**config.mk**
```make
export PLATFORM = sky130hd
export DESIGN_NAME = fbmc_flash_host
export DESIGN_NICKNAME = d
export VERILOG_FILES = /design/src/fbmc_flash_host.v
export VERILOG_INCLUDE_DIRS = /design/src
export SDC_FILE = /design/constraint.sdc
export NUM_CORES = 1
export LEC_CHECK = 0
export BUFFER_PORTS_ARGS = -buffer_cell sky130_fd_sc_hd__buf_2
export CORE_ASPECT_RATIO = 1.2
export CORE_MARGIN = 8
export CORE_UTILIZATION = 55
export DETAILED_ROUTE_END_ITERATION = 16
export PLACE_DENSITY_LB_ADDON = 0.25
export SYNTH_ARGS = -nofsm -noshare
export SYNTH_HDL_FRONTEND = slang
export SYNTH_SLANG_ARGS = --single-unit
```
**constraint.sdc**
```tcl
create_clock -name core_clk -period 3 [get_ports core_clk]
set_input_delay 0.3 -clock core_clk [delete_from_list [all_inputs] [get_ports core_clk]]
set_output_delay 0.3 -clock core_clk [all_outputs]
set_load 0.005 [all_outputs]
```
**src/fbmc_consts.vh**
```
// Constants for the host-side parallel flash bus controller.
// Assumes a byte-wide flash with a 19-bit address and a 100 MHz core clock.
`ifndef FBMC_CONSTS_VH
`define FBMC_CONSTS_VH

// Clock period in ns.
`define FBMC_CLK_NS 10
// Bus cycle timing figures in ns.
`define FBMC_ACCESS_NS 70
`define FBMC_WRITE_PULSE_NS 35
`define FBMC_SETUP_NS 10
// Reset pulse and release-to-read times in ns.
`define FBMC_RESET_PULSE_MIN_NS 500
`define FBMC_RESET_RELEASE_TO_READ_NS 50
// Counts derived from the figures, rounded up; a zero figure gives zero cycles.
`define FBMC_CYC(ns) (((ns) + `FBMC_CLK_NS - 1) / `FBMC_CLK_NS)

// Command addresses, decoded on the low twelve address bits.
`define FBMC_UNLOCK_ADDR1 12'h555
`define FBMC_UNLOCK_ADDR2 12'h2aa
// Command data bytes.
`define FBMC_UNLOCK_DATA1 8'haa
`define FBMC_UNLOCK_DATA2 8'h55
`define FBMC_CMD_ID 8'h90
`define FBMC_CMD_PROGRAM 8'ha0
`define FBMC_CMD_ERASE_SETUP 8'h80
`define FBMC_CMD_CHIP_ERASE 8'h10
`define FBMC_CMD_SECTOR_ERASE 8'h30
`define FBMC_CMD_RESET 8'hf0
// Identification read addresses.
`define FBMC_ID_MAKER_ADDR 19'h00000
`define FBMC_ID_DEVICE_ADDR 19'h00001

// Operation codes on the user request port.
`define FBMC_OP_READ 3'h0
`define FBMC_OP_PROGRAM 3'h1
`define FBMC_OP_SECTOR_ERASE 3'h2
`define FBMC_OP_CHIP_ERASE 3'h3
`define FBMC_OP_ID_READ 3'h4
`define FBMC_OP_RESET_CMD 3'h5
`define FBMC_OP_HW_RESET 3'h6

`endif

```
**src/fbmc_flash_host.v**
```verilog
// Host controller that drives a byte-wide parallel flash over its pins.
// Assumes flash pins are sampled via two-stage synchronisers; one user
// request at a time on a valid/ready handshake.
`timescale 1ns/1ps
`include "fbmc_consts.vh"

// Summary of operation
// - Read with select and output gate low, write strobe high.
// - Command writes pulse strobe and select low, output gate high.
// - Host flags a program or erase cut short by core reset as needing restart.
// - Host waits out release-to-read time and busy/ready high before reading.
// - Host writes reset command to leave identification mode.
module fbmc_flash_host #(
    parameter ADDR_W = 19,
    parameter DATA_W = 8,
    parameter RESET_PULSE_CYC = `FBMC_CYC(`FBMC_RESET_PULSE_MIN_NS),
    parameter RELEASE_CYC = `FBMC_CYC(`FBMC_RESET_RELEASE_TO_READ_NS)
) (
    // Clock and reset.
    input wire core_clk,
    input wire resetn,
    // User request port.
    input wire reqValid,
    output wire reqReady,
    input wire [2:0] reqOp,
    input wire [ADDR_W-1:0] reqAddr,
    input wire [DATA_W-1:0] reqData,
    // User answer port.
    output reg rspValid,
    output reg [DATA_W-1:0] rspData,
    output reg opRestartNeeded,
    // Flash pins.
    output reg flashSelectN,
    output reg flashGateN,
    output reg flashStrobeN,
    output reg flashResetN,
    output reg [ADDR_W-1:0] flashAddr,
    input wire [DATA_W-1:0] dataLinesIn,
    output reg [DATA_W-1:0] dataLinesOut,
    output reg dataLinesOeN,
    input wire busyReadyOut
);

    localparam ACC_CYC = `FBMC_CYC(`FBMC_ACCESS_NS);
    localparam WR_CYC = `FBMC_CYC(`FBMC_WRITE_PULSE_NS);
    localparam SU_CYC = `FBMC_CYC(`FBMC_SETUP_NS);
    localparam CNT_W = 16;

    // Controller states.
    localparam ST_IDLE = 3'h0;
    localparam ST_RD = 3'h1;
    localparam ST_WR_SU = 3'h2;
    localparam ST_WR = 3'h3;
    localparam ST_WR_HOLD = 3'h4;
    localparam ST_BUSY = 3'h5;
    localparam ST_RST = 3'h6;
    localparam ST_RST_REL = 3'h7;

    reg [2:0] state_reg;
    reg [CNT_W-1:0] cnt_reg;
    reg [2:0] step_reg;
    reg [2:0] nSteps_reg;
    reg [2:0] op_reg;
    reg [ADDR_W-1:0] addr_reg;
    reg [DATA_W-1:0] data_reg;
    reg embedded_reg;
    reg rb1_reg;
    reg rb2_reg;
    reg [DATA_W-1:0] din1_reg;
    reg [DATA_W-1:0] din2_reg;
    reg [ADDR_W-1:0] cycAddr;
    reg [DATA_W-1:0] cycData;

    assign reqReady = (state_reg == ST_IDLE);

    // Command cycle table: unlock pair, command byte, then target cycles.
    // Unlock addresses carry zeros above bit 11, which the flash ignores.
    always @*
    begin
        cycAddr = {{(ADDR_W-12){1'b0}}, `FBMC_UNLOCK_ADDR1};
        cycData = `FBMC_UNLOCK_DATA1;
        if (op_reg == `FBMC_OP_RESET_CMD)
        begin
            cycData = `FBMC_CMD_RESET;
        end
        else if (step_reg == 3'h1 || step_reg == 3'h4)
        begin
            cycAddr = {{(ADDR_W-12){1'b0}}, `FBMC_UNLOCK_ADDR2};
            cycData = `FBMC_UNLOCK_DATA2;
        end
        else if (step_reg == 3'h2)
        begin
            case (op_reg)
                `FBMC_OP_PROGRAM: cycData = `FBMC_CMD_PROGRAM;
                `FBMC_OP_ID_READ: cycData = `FBMC_CMD_ID;
                default: cycData = `FBMC_CMD_ERASE_SETUP;
            endcase
        end
        else if (step_reg == 3'h3 && op_reg == `FBMC_OP_PROGRAM)
        begin
            cycAddr = addr_reg;
            cycData = data_reg;
        end
        else if (step_reg == 3'h5)
        begin
            if (op_reg == `FBMC_OP_SECTOR_ERASE)
            begin
                cycAddr = addr_reg; // Upper bits select the sector.
                cycData = `FBMC_CMD_SECTOR_ERASE;
            end
            else
            begin
                cycData = `FBMC_CMD_CHIP_ERASE;
            end
        end
    end

    // Pin inputs cross into the clock domain through two flip-flops.
    always @(posedge core_clk)
    begin
        rb1_reg <= busyReadyOut;
        rb2_reg <= rb1_reg;
        din1_reg <= dataLinesIn;
        din2_reg <= din1_reg;
    end

    // Main sequencer: one bus cycle at a time, all pins from flip-flops.
    always @(posedge core_clk)
    begin
        if (!resetn)
        begin
            state_reg <= ST_RST; // Hold the flash in reset with us.
            cnt_reg <= {CNT_W{1'b0}};
            step_reg <= 3'h0;
            nSteps_reg <= 3'h0;
            op_reg <= `FBMC_OP_READ;
            addr_reg <= {ADDR_W{1'b0}};
            data_reg <= {DATA_W{1'b0}};
            // The embedded flag rides through reset so the reset state can
            // still see that a program or erase was cut short.
            rspValid <= 1'b0;
            rspData <= {DATA_W{1'b0}};
            opRestartNeeded <= 1'b0;
            flashSelectN <= 1'b1;
            flashGateN <= 1'b1;
            flashStrobeN <= 1'b1;
            flashResetN <= 1'b0;
            flashAddr <= {ADDR_W{1'b0}};
            dataLinesOut <= {DATA_W{1'b0}};
            dataLinesOeN <= 1'b1;
        end
        else
        begin
            rspValid <= 1'b0;
            case (state_reg)
                ST_IDLE:
                begin
                    // Deselected with reset high leaves the flash in standby.
                    flashSelectN <= 1'b1;
                    flashGateN <= 1'b1;
                    flashStrobeN <= 1'b1;
                    dataLinesOeN <= 1'b1;
                    if (reqValid)
                    begin
                        op_reg <= reqOp;
                        addr_reg <= reqAddr;
                        data_reg <= reqData;
                        step_reg <= 3'h0;
                        cnt_reg <= {CNT_W{1'b0}};
                        case (reqOp)
                            `FBMC_OP_READ, `FBMC_OP_ID_READ:
                            begin
                                if (reqOp == `FBMC_OP_ID_READ)
                                begin
                                    nSteps_reg <= 3'h3;
                                    state_reg <= ST_WR_SU;
                                end
                                else
                                begin
                                    // No command needed for array reads.
                                    flashAddr <= reqAddr;
                                    flashSelectN <= 1'b0;
                                    flashGateN <= 1'b0;
                                    state_reg <= ST_RD;
                                end
                            end
                            `FBMC_OP_PROGRAM:
                            begin
                                nSteps_reg <= 3'h4;
                                state_reg <= ST_WR_SU;
                            end
                            `FBMC_OP_SECTOR_ERASE, `FBMC_OP_CHIP_ERASE:
                            begin
                                nSteps_reg <= 3'h6;
                                state_reg <= ST_WR_SU;
                            end
                            `FBMC_OP_RESET_CMD:
                            begin
                                nSteps_reg <= 3'h1;
                                state_reg <= ST_WR_SU;
                            end
                            default:
                            begin
                                flashResetN <= 1'b0;
                                state_reg <= ST_RST;
                            end
                        endcase
                    end
                end
                ST_RD:
                begin
                    // Flash drives data only while the gate is low.
                    cnt_reg <= cnt_reg + 1'b1;
                    if (cnt_reg == ACC_CYC + 2)
                    begin
                        // Two extra cycles cover the input synchroniser.
                        rspData <= din2_reg;
                        // Id reads answer once, after the trailing reset byte.
                        rspValid <= (op_reg != `FBMC_OP_ID_READ);
                        flashGateN <= 1'b1;
                        flashSelectN <= 1'b1;
                        if (op_reg == `FBMC_OP_ID_READ)
                        begin
                            // Leave identification mode with a reset byte.
                            op_reg <= `FBMC_OP_RESET_CMD;
                            nSteps_reg <= 3'h1;
                            step_reg <= 3'h0;
                            cnt_reg <= {CNT_W{1'b0}};
                            state_reg <= ST_WR_SU;
                        end
                        else
                        begin
                            state_reg <= ST_IDLE;
                        end
                    end
                end
                ST_WR_SU:
                begin
                    // Address and data settle with gate high before strobe.
                    flashGateN <= 1'b1;
                    flashSelectN <= 1'b0;
                    flashAddr <= cycAddr;
                    dataLinesOut <= cycData;
                    dataLinesOeN <= 1'b0;
                    cnt_reg <= cnt_reg + 1'b1;
                    if (cnt_reg >= SU_CYC)
                    begin
                        flashStrobeN <= 1'b0;
                        cnt_reg <= {CNT_W{1'b0}};
                        state_reg <= ST_WR;
                    end
                end
                ST_WR:
                begin
                    cnt_reg <= cnt_reg + 1'b1;
                    if (cnt_reg >= WR_CYC)
                    begin
                        flashStrobeN <= 1'b1; // Data latched on this edge.
                        cnt_reg <= {CNT_W{1'b0}};
                        state_reg <= ST_WR_HOLD;
                    end
                end
                ST_WR_HOLD:
                begin
                    // Strict step order; the flash aborts on any slip.
                    flashSelectN <= 1'b1;
                    dataLinesOeN <= 1'b1;
                    cnt_reg <= {CNT_W{1'b0}};
                    if (step_reg + 3'h1 < nSteps_reg)
                    begin
                        step_reg <= step_reg + 3'h1;
                        state_reg <= ST_WR_SU;
                    end
                    else if (op_reg == `FBMC_OP_ID_READ)
                    begin
                        // Address 0 maker code, address 1 device code.
                        flashAddr <= addr_reg[0] ? `FBMC_ID_DEVICE_ADDR :
                            `FBMC_ID_MAKER_ADDR;
                        flashSelectN <= 1'b0;
                        flashGateN <= 1'b0;
                        state_reg <= ST_RD;
                    end
                    else if (op_reg == `FBMC_OP_RESET_CMD)
                    begin
                        rspValid <= 1'b1;
                        state_reg <= ST_IDLE;
                    end
                    else
                    begin
                        // Wait out the synchroniser before trusting busy.
                        embedded_reg <= 1'b1;
                        opRestartNeeded <= 1'b0;
                        state_reg <= ST_BUSY;
                    end
                end
                ST_BUSY:
                begin
                    // Reset commands are pointless now, so none are sent.
                    cnt_reg <= cnt_reg + 1'b1;
                    if (cnt_reg > ACC_CYC && rb2_reg)
                    begin
                        embedded_reg <= 1'b0;
                        rspValid <= 1'b1;
                        state_reg <= ST_IDLE;
                    end
                end
                ST_RST:
                begin
                    // An interrupted program or erase must be redone.
                    flashResetN <= 1'b0;
                    flashSelectN <= 1'b1;
                    flashGateN <= 1'b1;
                    flashStrobeN <= 1'b1;
                    dataLinesOeN <= 1'b1;
                    if (embedded_reg)
                    begin
                        opRestartNeeded <= 1'b1;
                    end
                    embedded_reg <= 1'b0;
                    cnt_reg <= cnt_reg + 1'b1;
                    if (cnt_reg >= RESET_PULSE_CYC)
                    begin
                        flashResetN <= 1'b1;
                        cnt_reg <= {CNT_W{1'b0}};
                        state_reg <= ST_RST_REL;
                    end
                end
                ST_RST_REL:
                begin
                    // Release-to-read time and busy high both gate the exit.
                    cnt_reg <= cnt_reg + 1'b1;
                    if (cnt_reg >= RELEASE_CYC + 2 && rb2_reg)
                    begin
                        rspValid <= (op_reg == `FBMC_OP_HW_RESET);
                        op_reg <= `FBMC_OP_READ;
                        state_reg <= ST_IDLE;
                    end
                end
                default:
                begin
                    state_reg <= ST_IDLE;
                end
            endcase
        end
    end

endmodule // fbmc_flash_host

```
==> impl_metrics.csv, run 1 <==
group,metric,value,unit
route,vias,4879,
route,drt_wl_total,13310,µm
logic_synthesis,netlist_area,5245,µm²
clock_tree,h-tree-depth,4,
clock_tree,clk_transition_reported_paths,0.06,ns
power_and_ir_drop,pwr-share-seq,40.7,%
sta,setup-violations-final,0,
layout,fin_area,6417,µm²
sta,fin_crit_sh,87.51,%
route,remaining_drc_errors,0,
layout,drive_gt1_share,20.47,%
clock_tree,cts_tree,"done",
clock_tree,cts_setup_buffers,0,
logic_synthesis,async_flop_share,0,%
critical_path,cp_max_fo,34,
floorplan,die_width,105.1,µm
logic_synthesis,ys.flop_type,"dfxtp_1",
clock_tree,insertion_delay,0.41,ns
global_routing,globalRouteTotalUtil,21.20,%
place,dp_slack,0.4117,ns
run_status,outcome,"completed",
route,antenna_left,0,
route,wl_met3,958,µm
critical_path,worstSetupPathType,"register to register",
clock_tree,cts_buffer_depth,2,
power_and_ir_drop,swShare,28.17,%
logic_synthesis,yosysWarnings,0,
clock_tree,cts.repair.resized,0,
critical_path,worst_ep_required_time,3.29,ns
critical_path,crit_path_end_kind,"register",
power_and_ir_drop,peakVddDrop,0.4765,mV
sta,drv_slew,0,
floorplan,start_util,55.69,%
layout,finalNetCount,762,
critical_path,start_kind,"register",
clock_tree,cts_root_buf,"clkbuf_16",
layout,diodes,0,
logic_synthesis,synthCells,624,
route,top_layer,"met4",
global_routing,gr-total-overflow,0,
route,routedWlPerCell,15.73,µm
layout,fin_cells,846,
global_routing,grt_pass1_wl,22270,µm
sta,rsz0062_at_grt,"no",
sta,worstMarginPinSlew,0.7107,ns
logic_synthesis,yosys.area.top_type,"dfxtp_1",
layout,fillers,755,
global_routing,grt_max_degree,63,
route,drt_iter0_markers,330,
logic_synthesis,syn_nets,676,
sta,fmax,380.9,MHz
sta,hold_viol_final,0,
route,first_pass_iters,5,
layout,multi_input_area,2680,µm²
sta,fin_skew,0.005891,ns
layout,seq_area,2332,µm²
power_and_ir_drop,intPower,2944,µW
floorplan,core,9418,µm²
critical_path,cp.arrival,2.91,ns
floorplan,dieArea,12930,µm²
power_and_ir_drop,clkPwrFrac,45.8,%
clock_tree,cts.sinks,116,
global_routing,antenna_found_initial,0,
sta,hold-worst-slack,0.1403,ns
min_path,hp-class,"input port to register",
logic_synthesis,ys_ff_latch,116,
place,gp_congestion,0.8906,
flow_run,drv_cap,0,
layout,area_delta_synth_final,22.35,%
sta,period_minus_slack,2.625,ns
power_and_ir_drop,p_switching,1155,µW
logic_synthesis,synth_top_area_share,43.89,%
logic_synthesis,ys_seq_area_share,44.47,%
logic_synthesis,ys_types,66,
route,wl_met1,5806,µm
power_and_ir_drop,power.density,638.6,nW/µm²
route,dr_wl_met2,6332,µm
logic_synthesis,ys_top_cells_by_area,"dfxtp_1 44%, nand2_1 7.3%, a21oi_1 5.0%, o21ai_0 4.6%, a21boi_0 4.0%",
floorplan,ios,85,
floorplan,die_h,123.0,µm
power_and_ir_drop,power.leakage,0.002582,µW
place,hpwl,9145,µm
route,via_per_inst,5.767,
sta,layout_setup_ws,0.3748,ns
clock_tree,cts_hold_buf,9,
logic_synthesis,synth.avg_cell_area,8.405,µm²
floorplan,rows,39,
power_and_ir_drop,combPwrFrac,13.4,%
sta,setup_tns,0,ns
sta,relSlewSlack,52.55,%
place,numPortBuffers,84,
global_routing,grt_pass1_vias,4636,
logic_synthesis,synth-edff-count,1,
place,dp.cells,805,
place,post_dp_cell_area,5766,µm²
clock_tree,cts_buffers,17,
==> cells by family (layout without fill, tap and decap cells) <==
| logic type | count (synthesis) | after routing | share of synthesized area (%) |
|---|---|---|---|
| AO/OA/AOI/OAI | 190 | 190 | 22.90 |
| adder cells (fa/ha/maj) | 10 | 10 | 2.385 |
| multiplexers | 18 | 18 | 3.483 |
| flip-flops | 116 | 116 | 44.47 |
| XOR/XNOR | 1 | 1 | 0.1670 |
| AND/OR/NAND/NOR | 234 | 234 | 22.02 |
| buffers and inverters | 55 | 154 | 4.580 |
==> routing by layer <==
layer,GRT usage [%],vias to the layer above
li1,-,2369
met1,25.85,2297
met2,34.85,190
met3,5.683,23
met4,9.026,0
met5,0,-
==> power by group through the flow <==
| stage | Clock [µW] | Combinational [µW] | Sequential (µW) |
|---|---|---|---|
| final | 1880 | 550 | 1670 |
| after global routing | 1990 | 609 | 1680 |
| after CTS | 1910 | 546 | 1670 |
| after detailed placement | 0 | 531 | 1700 |
| after global placement | 0 | 521 | 1700 |
| after floorplan | 0 | 416 | 1680 |
==> layout by cell type, fill, tap and decap left out, types with 3 or more instances in the layout <==
cell | netlist | layout
a211o_1 | 3 | 3
a21boi_0 | 28 | 28
a21oi_1 | 52 | 52
a22oi_1 | 15 | 15
a31oi_1 | 10 | 10
and2_1 | 8 | 8
and3_1 | 9 | 9
buf_2 | 11 | 84
buf_4 | 3 | 10
clkbuf_16 | 0 | 17
clkinv_4 | 0 | 5
clkinvlp_4 | 0 | 4
dfxtp_1 | 115 | 115
dlygate4sd3_1 | 0 | 9
ha_1 | 10 | 10
inv_1 | 16 | 16
inv_6 | 0 | 3
mux2i_1 | 16 | 16
nand2_1 | 102 | 102
nand2b_1 | 10 | 10
nand3_1 | 14 | 14
nand3b_1 | 3 | 3
nand4_1 | 3 | 3
nor2_1 | 35 | 34
nor2b_1 | 18 | 18
nor3_1 | 8 | 7
nor3_2 | 3 | 4
o21a_1 | 3 | 3
o21ai_0 | 48 | 48
o21bai_1 | 3 | 3
or3_1 | 7 | 7
==> through the flow <==
step | total power (µW) | utilization [%]
floorplan | 2094 | -
global placement | 2220 | 61.22
detailed placement | 2232 | 61.22
CTS | 4123 | 68.14
global route | 4277 | 68.14
finish | 4098 | 68.14
==> cell type report <==
cell class | count | area share [%]
inverter | 17 | 0.9943
clock inverter | 14 | 1.911
clock buffer | 18 | 6.843
timing repair buffer | 105 | 9.748
sequential | 116 | 36.34
multi-input combinational | 453 | 41.76
tap | 123 | 2.398
==> worst max-delay path, cell delays in order (launching register included) <==
cell     delay (ns)
dfxtp_1        0.47
inv_1          0.11
ha_1           0.31
inv_1          0.04
ha_1           0.29
nand2_1        0.06
o21ai_1        0.31
a21oi_1        0.18
nor2_2         0.20
buf_12         0.19
o21a_1         0.24
a21oi_1        0.10
==> synth_stat cells (2+ instances only) <==
cell,count
ha_1,10
clkbuf_1,22
nand3_1,14
nor2b_1,18
a22oi_1,15
nand3b_1,3
buf_4,3
and2_1,8
or3_1,7
a31oi_1,10
o21ai_1,2
nor3_1,8
buf_2,11
o211a_1,2
o21a_1,3
a21boi_0,28
o2111ai_1,2
mux2_2,2
o21ai_0,48
nor2_1,35
nor4_1,2
inv_1,16
nor3_2,3
o221a_2,2
nand4_1,3
o21bai_1,3
a21oi_1,52
o221ai_1,2
dfxtp_1,115
nand2_1,102
and3_1,9
a211o_1,3
nand2b_1,10
or2_2,2
o22ai_1,2
nor3b_2,2
mux2i_1,16
==> path summary, 6_finish.rpt <==
| check | from | end | slack [ns] | cells past startpoint |
|---|---|---|---|---|
| max reg2reg | step_reg[2] | flashAddr[9] | 0.37 | 11 |
| min | reqData[6] | data_reg[6] | 0.14 | 3 |
| max | step_reg[2] | flashAddr[9] | 0.37 | 11 |
| min reg2reg | rb1_reg | rb2_reg | 0.33 | 0 |
Note: power is estimated with default switching activity, not from simulation.
==> inputs of run 2 (changes only) <==
--- a/config.mk
+++ b/config.mk
@@ -7,9 +7,11 @@
 export NUM_CORES = 1
 export LEC_CHECK = 0
 export BUFFER_PORTS_ARGS = -buffer_cell sky130_fd_sc_hd__buf_2
+export CELL_PAD_IN_SITES_DETAIL_PLACEMENT = 2
+export CELL_PAD_IN_SITES_GLOBAL_PLACEMENT = 2
 export CORE_ASPECT_RATIO = 1.2
 export CORE_MARGIN = 8
-export CORE_UTILIZATION = 55
+export CORE_UTILIZATION = 33
 export DETAILED_ROUTE_END_ITERATION = 16
 export PLACE_DENSITY_LB_ADDON = 0.25
 export SYNTH_ARGS = -nofsm -noshare
==> impl_metrics.csv, run 2 (synthesis gave the netlist of run 1 again) <==
group,metric,value,unit
clock_tree,insertion_delay,0.42,ns
sta,setup_tns,0,ns
clock_tree,cts_tree,"done",
floorplan,die_width,131.1,µm
layout,fin_area,6626,µm²
sta,period_minus_slack,2.686,ns
min_path,hold_path.startpoint,"reqData[1]",
clock_tree,clk_transition_reported_paths,0.05,ns
critical_path,cp_num_buf_inv,2,
critical_path,crit_path_end_kind,"register",
sta,fin_crit_sh,89.55,%
global_routing,antenna_found_initial,0,
route,via_per_inst,5.334,
sta,fin_skew,0.009870,ns
critical_path,slowest_delay,0.50,ns
layout,drive_gt1_share,20.91,%
min_path,hp-class,"input port to register",
sta,relSlewSlack,52.88,%
place,gp_congestion,0.7744,
critical_path,start_kind,"register",
critical_path,startpoint,"step_reg[2]",
place,post_dp_cell_area,5897,µm²
critical_path,cp_max_fo,8,
layout,final_common_cell,"dfxtp_1",
clock_tree,cts_buffer_depth,2,
layout,finalNetCount,767,
sta,fmax,372.3,MHz
power_and_ir_drop,power.density,669.9,nW/µm²
place,hpwl,12900,µm
place,numPortBuffers,84,
clock_tree,cts.sinks,116,
route,first_pass_iters,4,
global_routing,gr-total-overflow,0,
critical_path,crit_chain,"inv_1, ha_1, inv_1, ha_1, a21oi_1, o21ai_2, o22a_1, nor3_2, mux2i_1, nor2b_1",
route,remaining_drc_errors,0,
global_routing,grt_max_degree,59,
floorplan,die_h,154.1,µm
sta,hold_viol_final,0,
place,dp.cells,895,
sta,setup-violations-final,0,
run_status,outcome,"completed",
floorplan,dieArea,20200,µm²
global_routing,globalRouteTotalUtil,19.30,%
critical_path,worst_ep_required_time,3.29,ns
route,antenna_left,0,
critical_path,r2r_start,"step_reg[2]",
route,vias,4987,
flow_run,drv_cap,0,
floorplan,start_util,33.67,%
power_and_ir_drop,power.leakage,0.002649,µW
power_and_ir_drop,peakVddDrop,0.3544,mV
layout,area_delta_synth_final,26.34,%
route,routedWlPerCell,19.90,µm
critical_path,cp.arrival,2.98,ns
route,drt_iter0_markers,246,
sta,drv_slew,0,
critical_path,cp_slowest_cell,"dfxtp_1",
floorplan,core,15580,µm²
sta,worstMarginPinSlew,0.7058,ns
route,drt_wl_total,18610,µm
clock_tree,cts_root_buf,"clkbuf_16",
clock_tree,cts_buffers,17,
critical_path,cpLargestDelayFamily,"adder cells",
global_routing,grt_pass1_wl,30320,µm
clock_tree,h-tree-depth,4,
layout,fin_cells,935,
global_routing,grt_pass1_vias,5659,
layout,final_cell_mix,"115 x dfxtp_1, 102 x nand2_1, 84 x buf_2",
floorplan,ios,85,
power_and_ir_drop,report.power.total,4439,µW
layout,diodes,0,
sta,rsz0062_at_grt,"no",
critical_path,worstSetupPathType,"register to register",
floorplan,rows,50,
run 2: routing by layer:
| layer | global-route usage, % | part of all wire (%) | vias to the layer above |
|---|---|---|---|
| met5 | 0 | 0 | - |
| met4 | 5.699 | 1.3 | 0 |
| met3 | 4.671 | 3.1 | 20 |
| met2 | 35.47 | 54 | 74 |
| met1 | 21.02 | 41 | 2519 |
| li1 | - | - | 2374 |
run 2: final timing paths:
check        slack [ns]           to  depth (start not counted)
max                0.31  step_reg[2]                         10
min                0.13  data_reg[1]                          3
max reg2reg        0.31  step_reg[2]                         10
min reg2reg        0.33  din2_reg[6]                          0
run 2: what timing repair did:
action | in CTS | in global routing
setup endpoints to repair | 0 | 5
hold buffers | 9 | 0
gates resized for setup | 0 | 2
hold endpoints to repair | 9 | 0
setup buffers | 0 | 0
run 2: power by group:
| part | leakage, µW | internal (µW) | switching [µW] |
|---|---|---|---|
| Sequential | 0.000944 | 1610 | 79.6 |
| Combinational | 0.00139 | 248 | 341 |
| Clock | 0.000311 | 1440 | 723 |
run 2: final cells by class:
cell class,count,area (µm²)
fill,1744,8951
multi-input combinational,453,2689
sequential,116,2332
timing repair buffer,110,650.6
clock buffer,24,513.0
tap,208,260.3
clock inverter,7,117.6
inverter,17,63.81
run 2: worst min-delay path, cell delays in order:
cell      delay (ns)
buf_2           0.10
nand2_1         0.04
a21boi_0        0.06
run 2: per-stage QoR:
stage | setup WS [ns] | hold WS (ns) | util, %
4_1_cts | 0.07043 | 0.1234 | 42.48
3_3_place_gp | 0.4837 | 0.3104 | 37.86
3_5_place_dp | 0.1796 | 0.3147 | 37.86
6_report | 0.3136 | 0.1330 | 42.54
5_1_grt | 0.1311 | 0.1380 | 42.54
2_1_floorplan | 0.5337 | 0.3096 | -
==> inputs of run 3 (changes only) <==
==> constraint.sdc (replaced) <==
create_clock -name core_clk -period 3 [get_ports core_clk]
set_input_delay 0.45 -clock core_clk [delete_from_list [all_inputs] [get_ports core_clk]]
set_output_delay 0.45 -clock core_clk [all_outputs]
set_load 0.005 [all_outputs]
==> impl_metrics.csv, run 3 (synthesis gave the netlist of run 1 again) <==
group,metric,value,unit
sta,fin_crit_sh,92.28,%
place,gp_congestion,0.7889,
floorplan,dieArea,20200,µm²
layout,diodes,0,
route,remaining_drc_errors,0,
run_status,outcome,"completed",
power_and_ir_drop,power.density,672.1,nW/µm²
critical_path,endpoint,"step_reg[0]",
global_routing,grt_pass1_wl,29330,µm
route,via_per_inst,5.366,
critical_path,r2r_slack,0.23,ns
power_and_ir_drop,power.leakage,0.002586,µW
floorplan,die_h,154.1,µm
global_routing,globalRouteTotalUtil,18.51,%
sta,rsz0062_at_grt,"no",
power_and_ir_drop,combPwrFrac,13.2,%
critical_path,worstSetupPathType,"register to register",
place,dp.cells,894,
route,first_pass_iters,4,
critical_path,startpoint,"step_reg[2]",
sta,fin_skew,0.01029,ns
place,hpwl,12940,µm
min_path,hold_path_depth,1,
sta,setup_tns,0,ns
clock_tree,cts_root_buf,"clkbuf_16",
global_routing,grt_pass1_vias,5696,
layout,drive_gt1_share,21.17,%
place,numPortBuffers,84,
critical_path,r2r-end,"step_reg[0]",
sta,relSlewSlack,47.42,%
clock_tree,cts_buffer_depth,2,
critical_path,r2r_start,"step_reg[2]",
layout,final_cell_mix,"115 x dfxtp_1, 102 x nand2_1, 84 x buf_2",
route,antenna_left,0,
floorplan,core,15580,µm²
clock_tree,insertion_delay,0.42,ns
floorplan,rows,50,
critical_path,worst_ep_required_time,3.31,ns
sta,period_minus_slack,2.768,ns
sta,worstMarginPinSlew,0.7877,ns
clock_tree,cts_setup_buffers,0,
clock_tree,cts_buffers,17,
floorplan,ios,85,
power_and_ir_drop,intPower,3175,µW
sta,setup-violations-final,0,
route,vias,4969,
floorplan,start_util,33.67,%
layout,fin_cells,926,
layout,area_delta_synth_final,23.97,%
layout,final_common_cell,"dfxtp_1",
global_routing,antenna_found_initial,1,
global_routing,gr-total-overflow,0,
floorplan,die_width,131.1,µm
clock_tree,cts.repair.resized,0,
critical_path,cp_max_fo,8,
clock_tree,clk_transition_reported_paths,0.06,ns
clock_tree,h-tree-depth,4,
critical_path,r2r_cells,10,
sta,drv_slew,0,
clock_tree,cts.sinks,116,
power_and_ir_drop,swShare,27.34,%
layout,postLayoutCoreUtil,41.74,%
sta,hold_viol_final,0,
critical_path,start_kind,"register",
clock_tree,cts_tree,"done",
min_path,hp-class,"input port to register",
flow_run,drv_cap,0,
route,drt_wl_total,17920,µm
power_and_ir_drop,peakVddDrop,0.3596,mV
layout,finalNetCount,757,
power_and_ir_drop,clkPwrFrac,48.4,%
power_and_ir_drop,pwr-share-seq,38.4,%
route,drt_iter0_markers,203,
route,routedWlPerCell,19.36,µm
critical_path,crit_path_end_kind,"register",
sta,fmax,361.2,MHz
global_routing,grt_max_degree,42,
power_and_ir_drop,p_switching,1195,µW
clock_tree,cts_hold_buf,0,
critical_path,cp.arrival,3.08,ns
[run 3: cell count changes in the layout (fill, tap and decap cells not counted), moves of 2 or more]
cell,before,now
clkbuf_1,2,0
clkbuf_8,4,1
dlygate4sd3_1,9,0
clkinvlp_4,0,4
inv_6,0,4
[run 3: critical path: stages (launching register included)]
cell,delay (ns)
dfxtp_1,0.48
inv_1,0.12
ha_1,0.32
inv_1,0.06
ha_1,0.28
a21oi_1,0.15
o21ai_1,0.18
o22a_1,0.25
nor3_1,0.49
mux2i_1,0.27
nor2b_1,0.07
[run 3: final cells by class]
class                   instances  area (µm²)
fillers                      1729        9075
multi-input cells             453        2680
flip-flops and latches        116        2332
repair buffers                100       553.0
clock buffers                  18       439.2
well taps                     208       260.3
clock inverters                14       173.9
inverters                      17       63.81
[run 3: metal layers]
layer  GRT usage [%]  up-vias  wire length (µm)
met5               0        -                12
met4           6.904        2               360
met3           5.190       32               669
met2           32.71       96              9443
met1           20.30     2490              7438
li1                -     2349                 -
[run 3: how the worst min path moves through the flow]
stage	from	to	slack, ns
floorplan	din1_reg[0]	din2_reg[0]	0.31
global placement	din1_reg[1]	din2_reg[1]	0.31
detailed placement	din1_reg[2]	din2_reg[2]	0.31
CTS	dataLinesIn[3]	din1_reg[3]	0.11
global route	dataLinesIn[3]	din1_reg[3]	0.10
finish	dataLinesIn[3]	din1_reg[3]	0.13
[run 3: power groups by stage]
stage | Clock, µW | Combinational [µW] | Sequential (µW)
floorplan | 0 | 416 | 1680
global placement | 0 | 545 | 1700
detailed placement | 0 | 571 | 1710
CTS | 2160 | 584 | 1680
global route | 2240 | 641 | 1690
finish | 2110 | 578 | 1680
[run 3: per-stage QoR]
step | setup slack, ns | area, µm² | total power [µW] | hold slack [ns]
floorplan | 0.5337 | 5245 | 2094 | 0.3096
finish | 0.2316 | 6502 | 4370 | 0.1283
CTS | 0.2310 | 6502 | 4423 | 0.1127
detailed placement | 0.2398 | 5889 | 2281 | 0.3147
global route | 0.002278 | 6502 | 4568 | 0.1044
global placement | 0.4825 | 5889 | 2248 | 0.3119
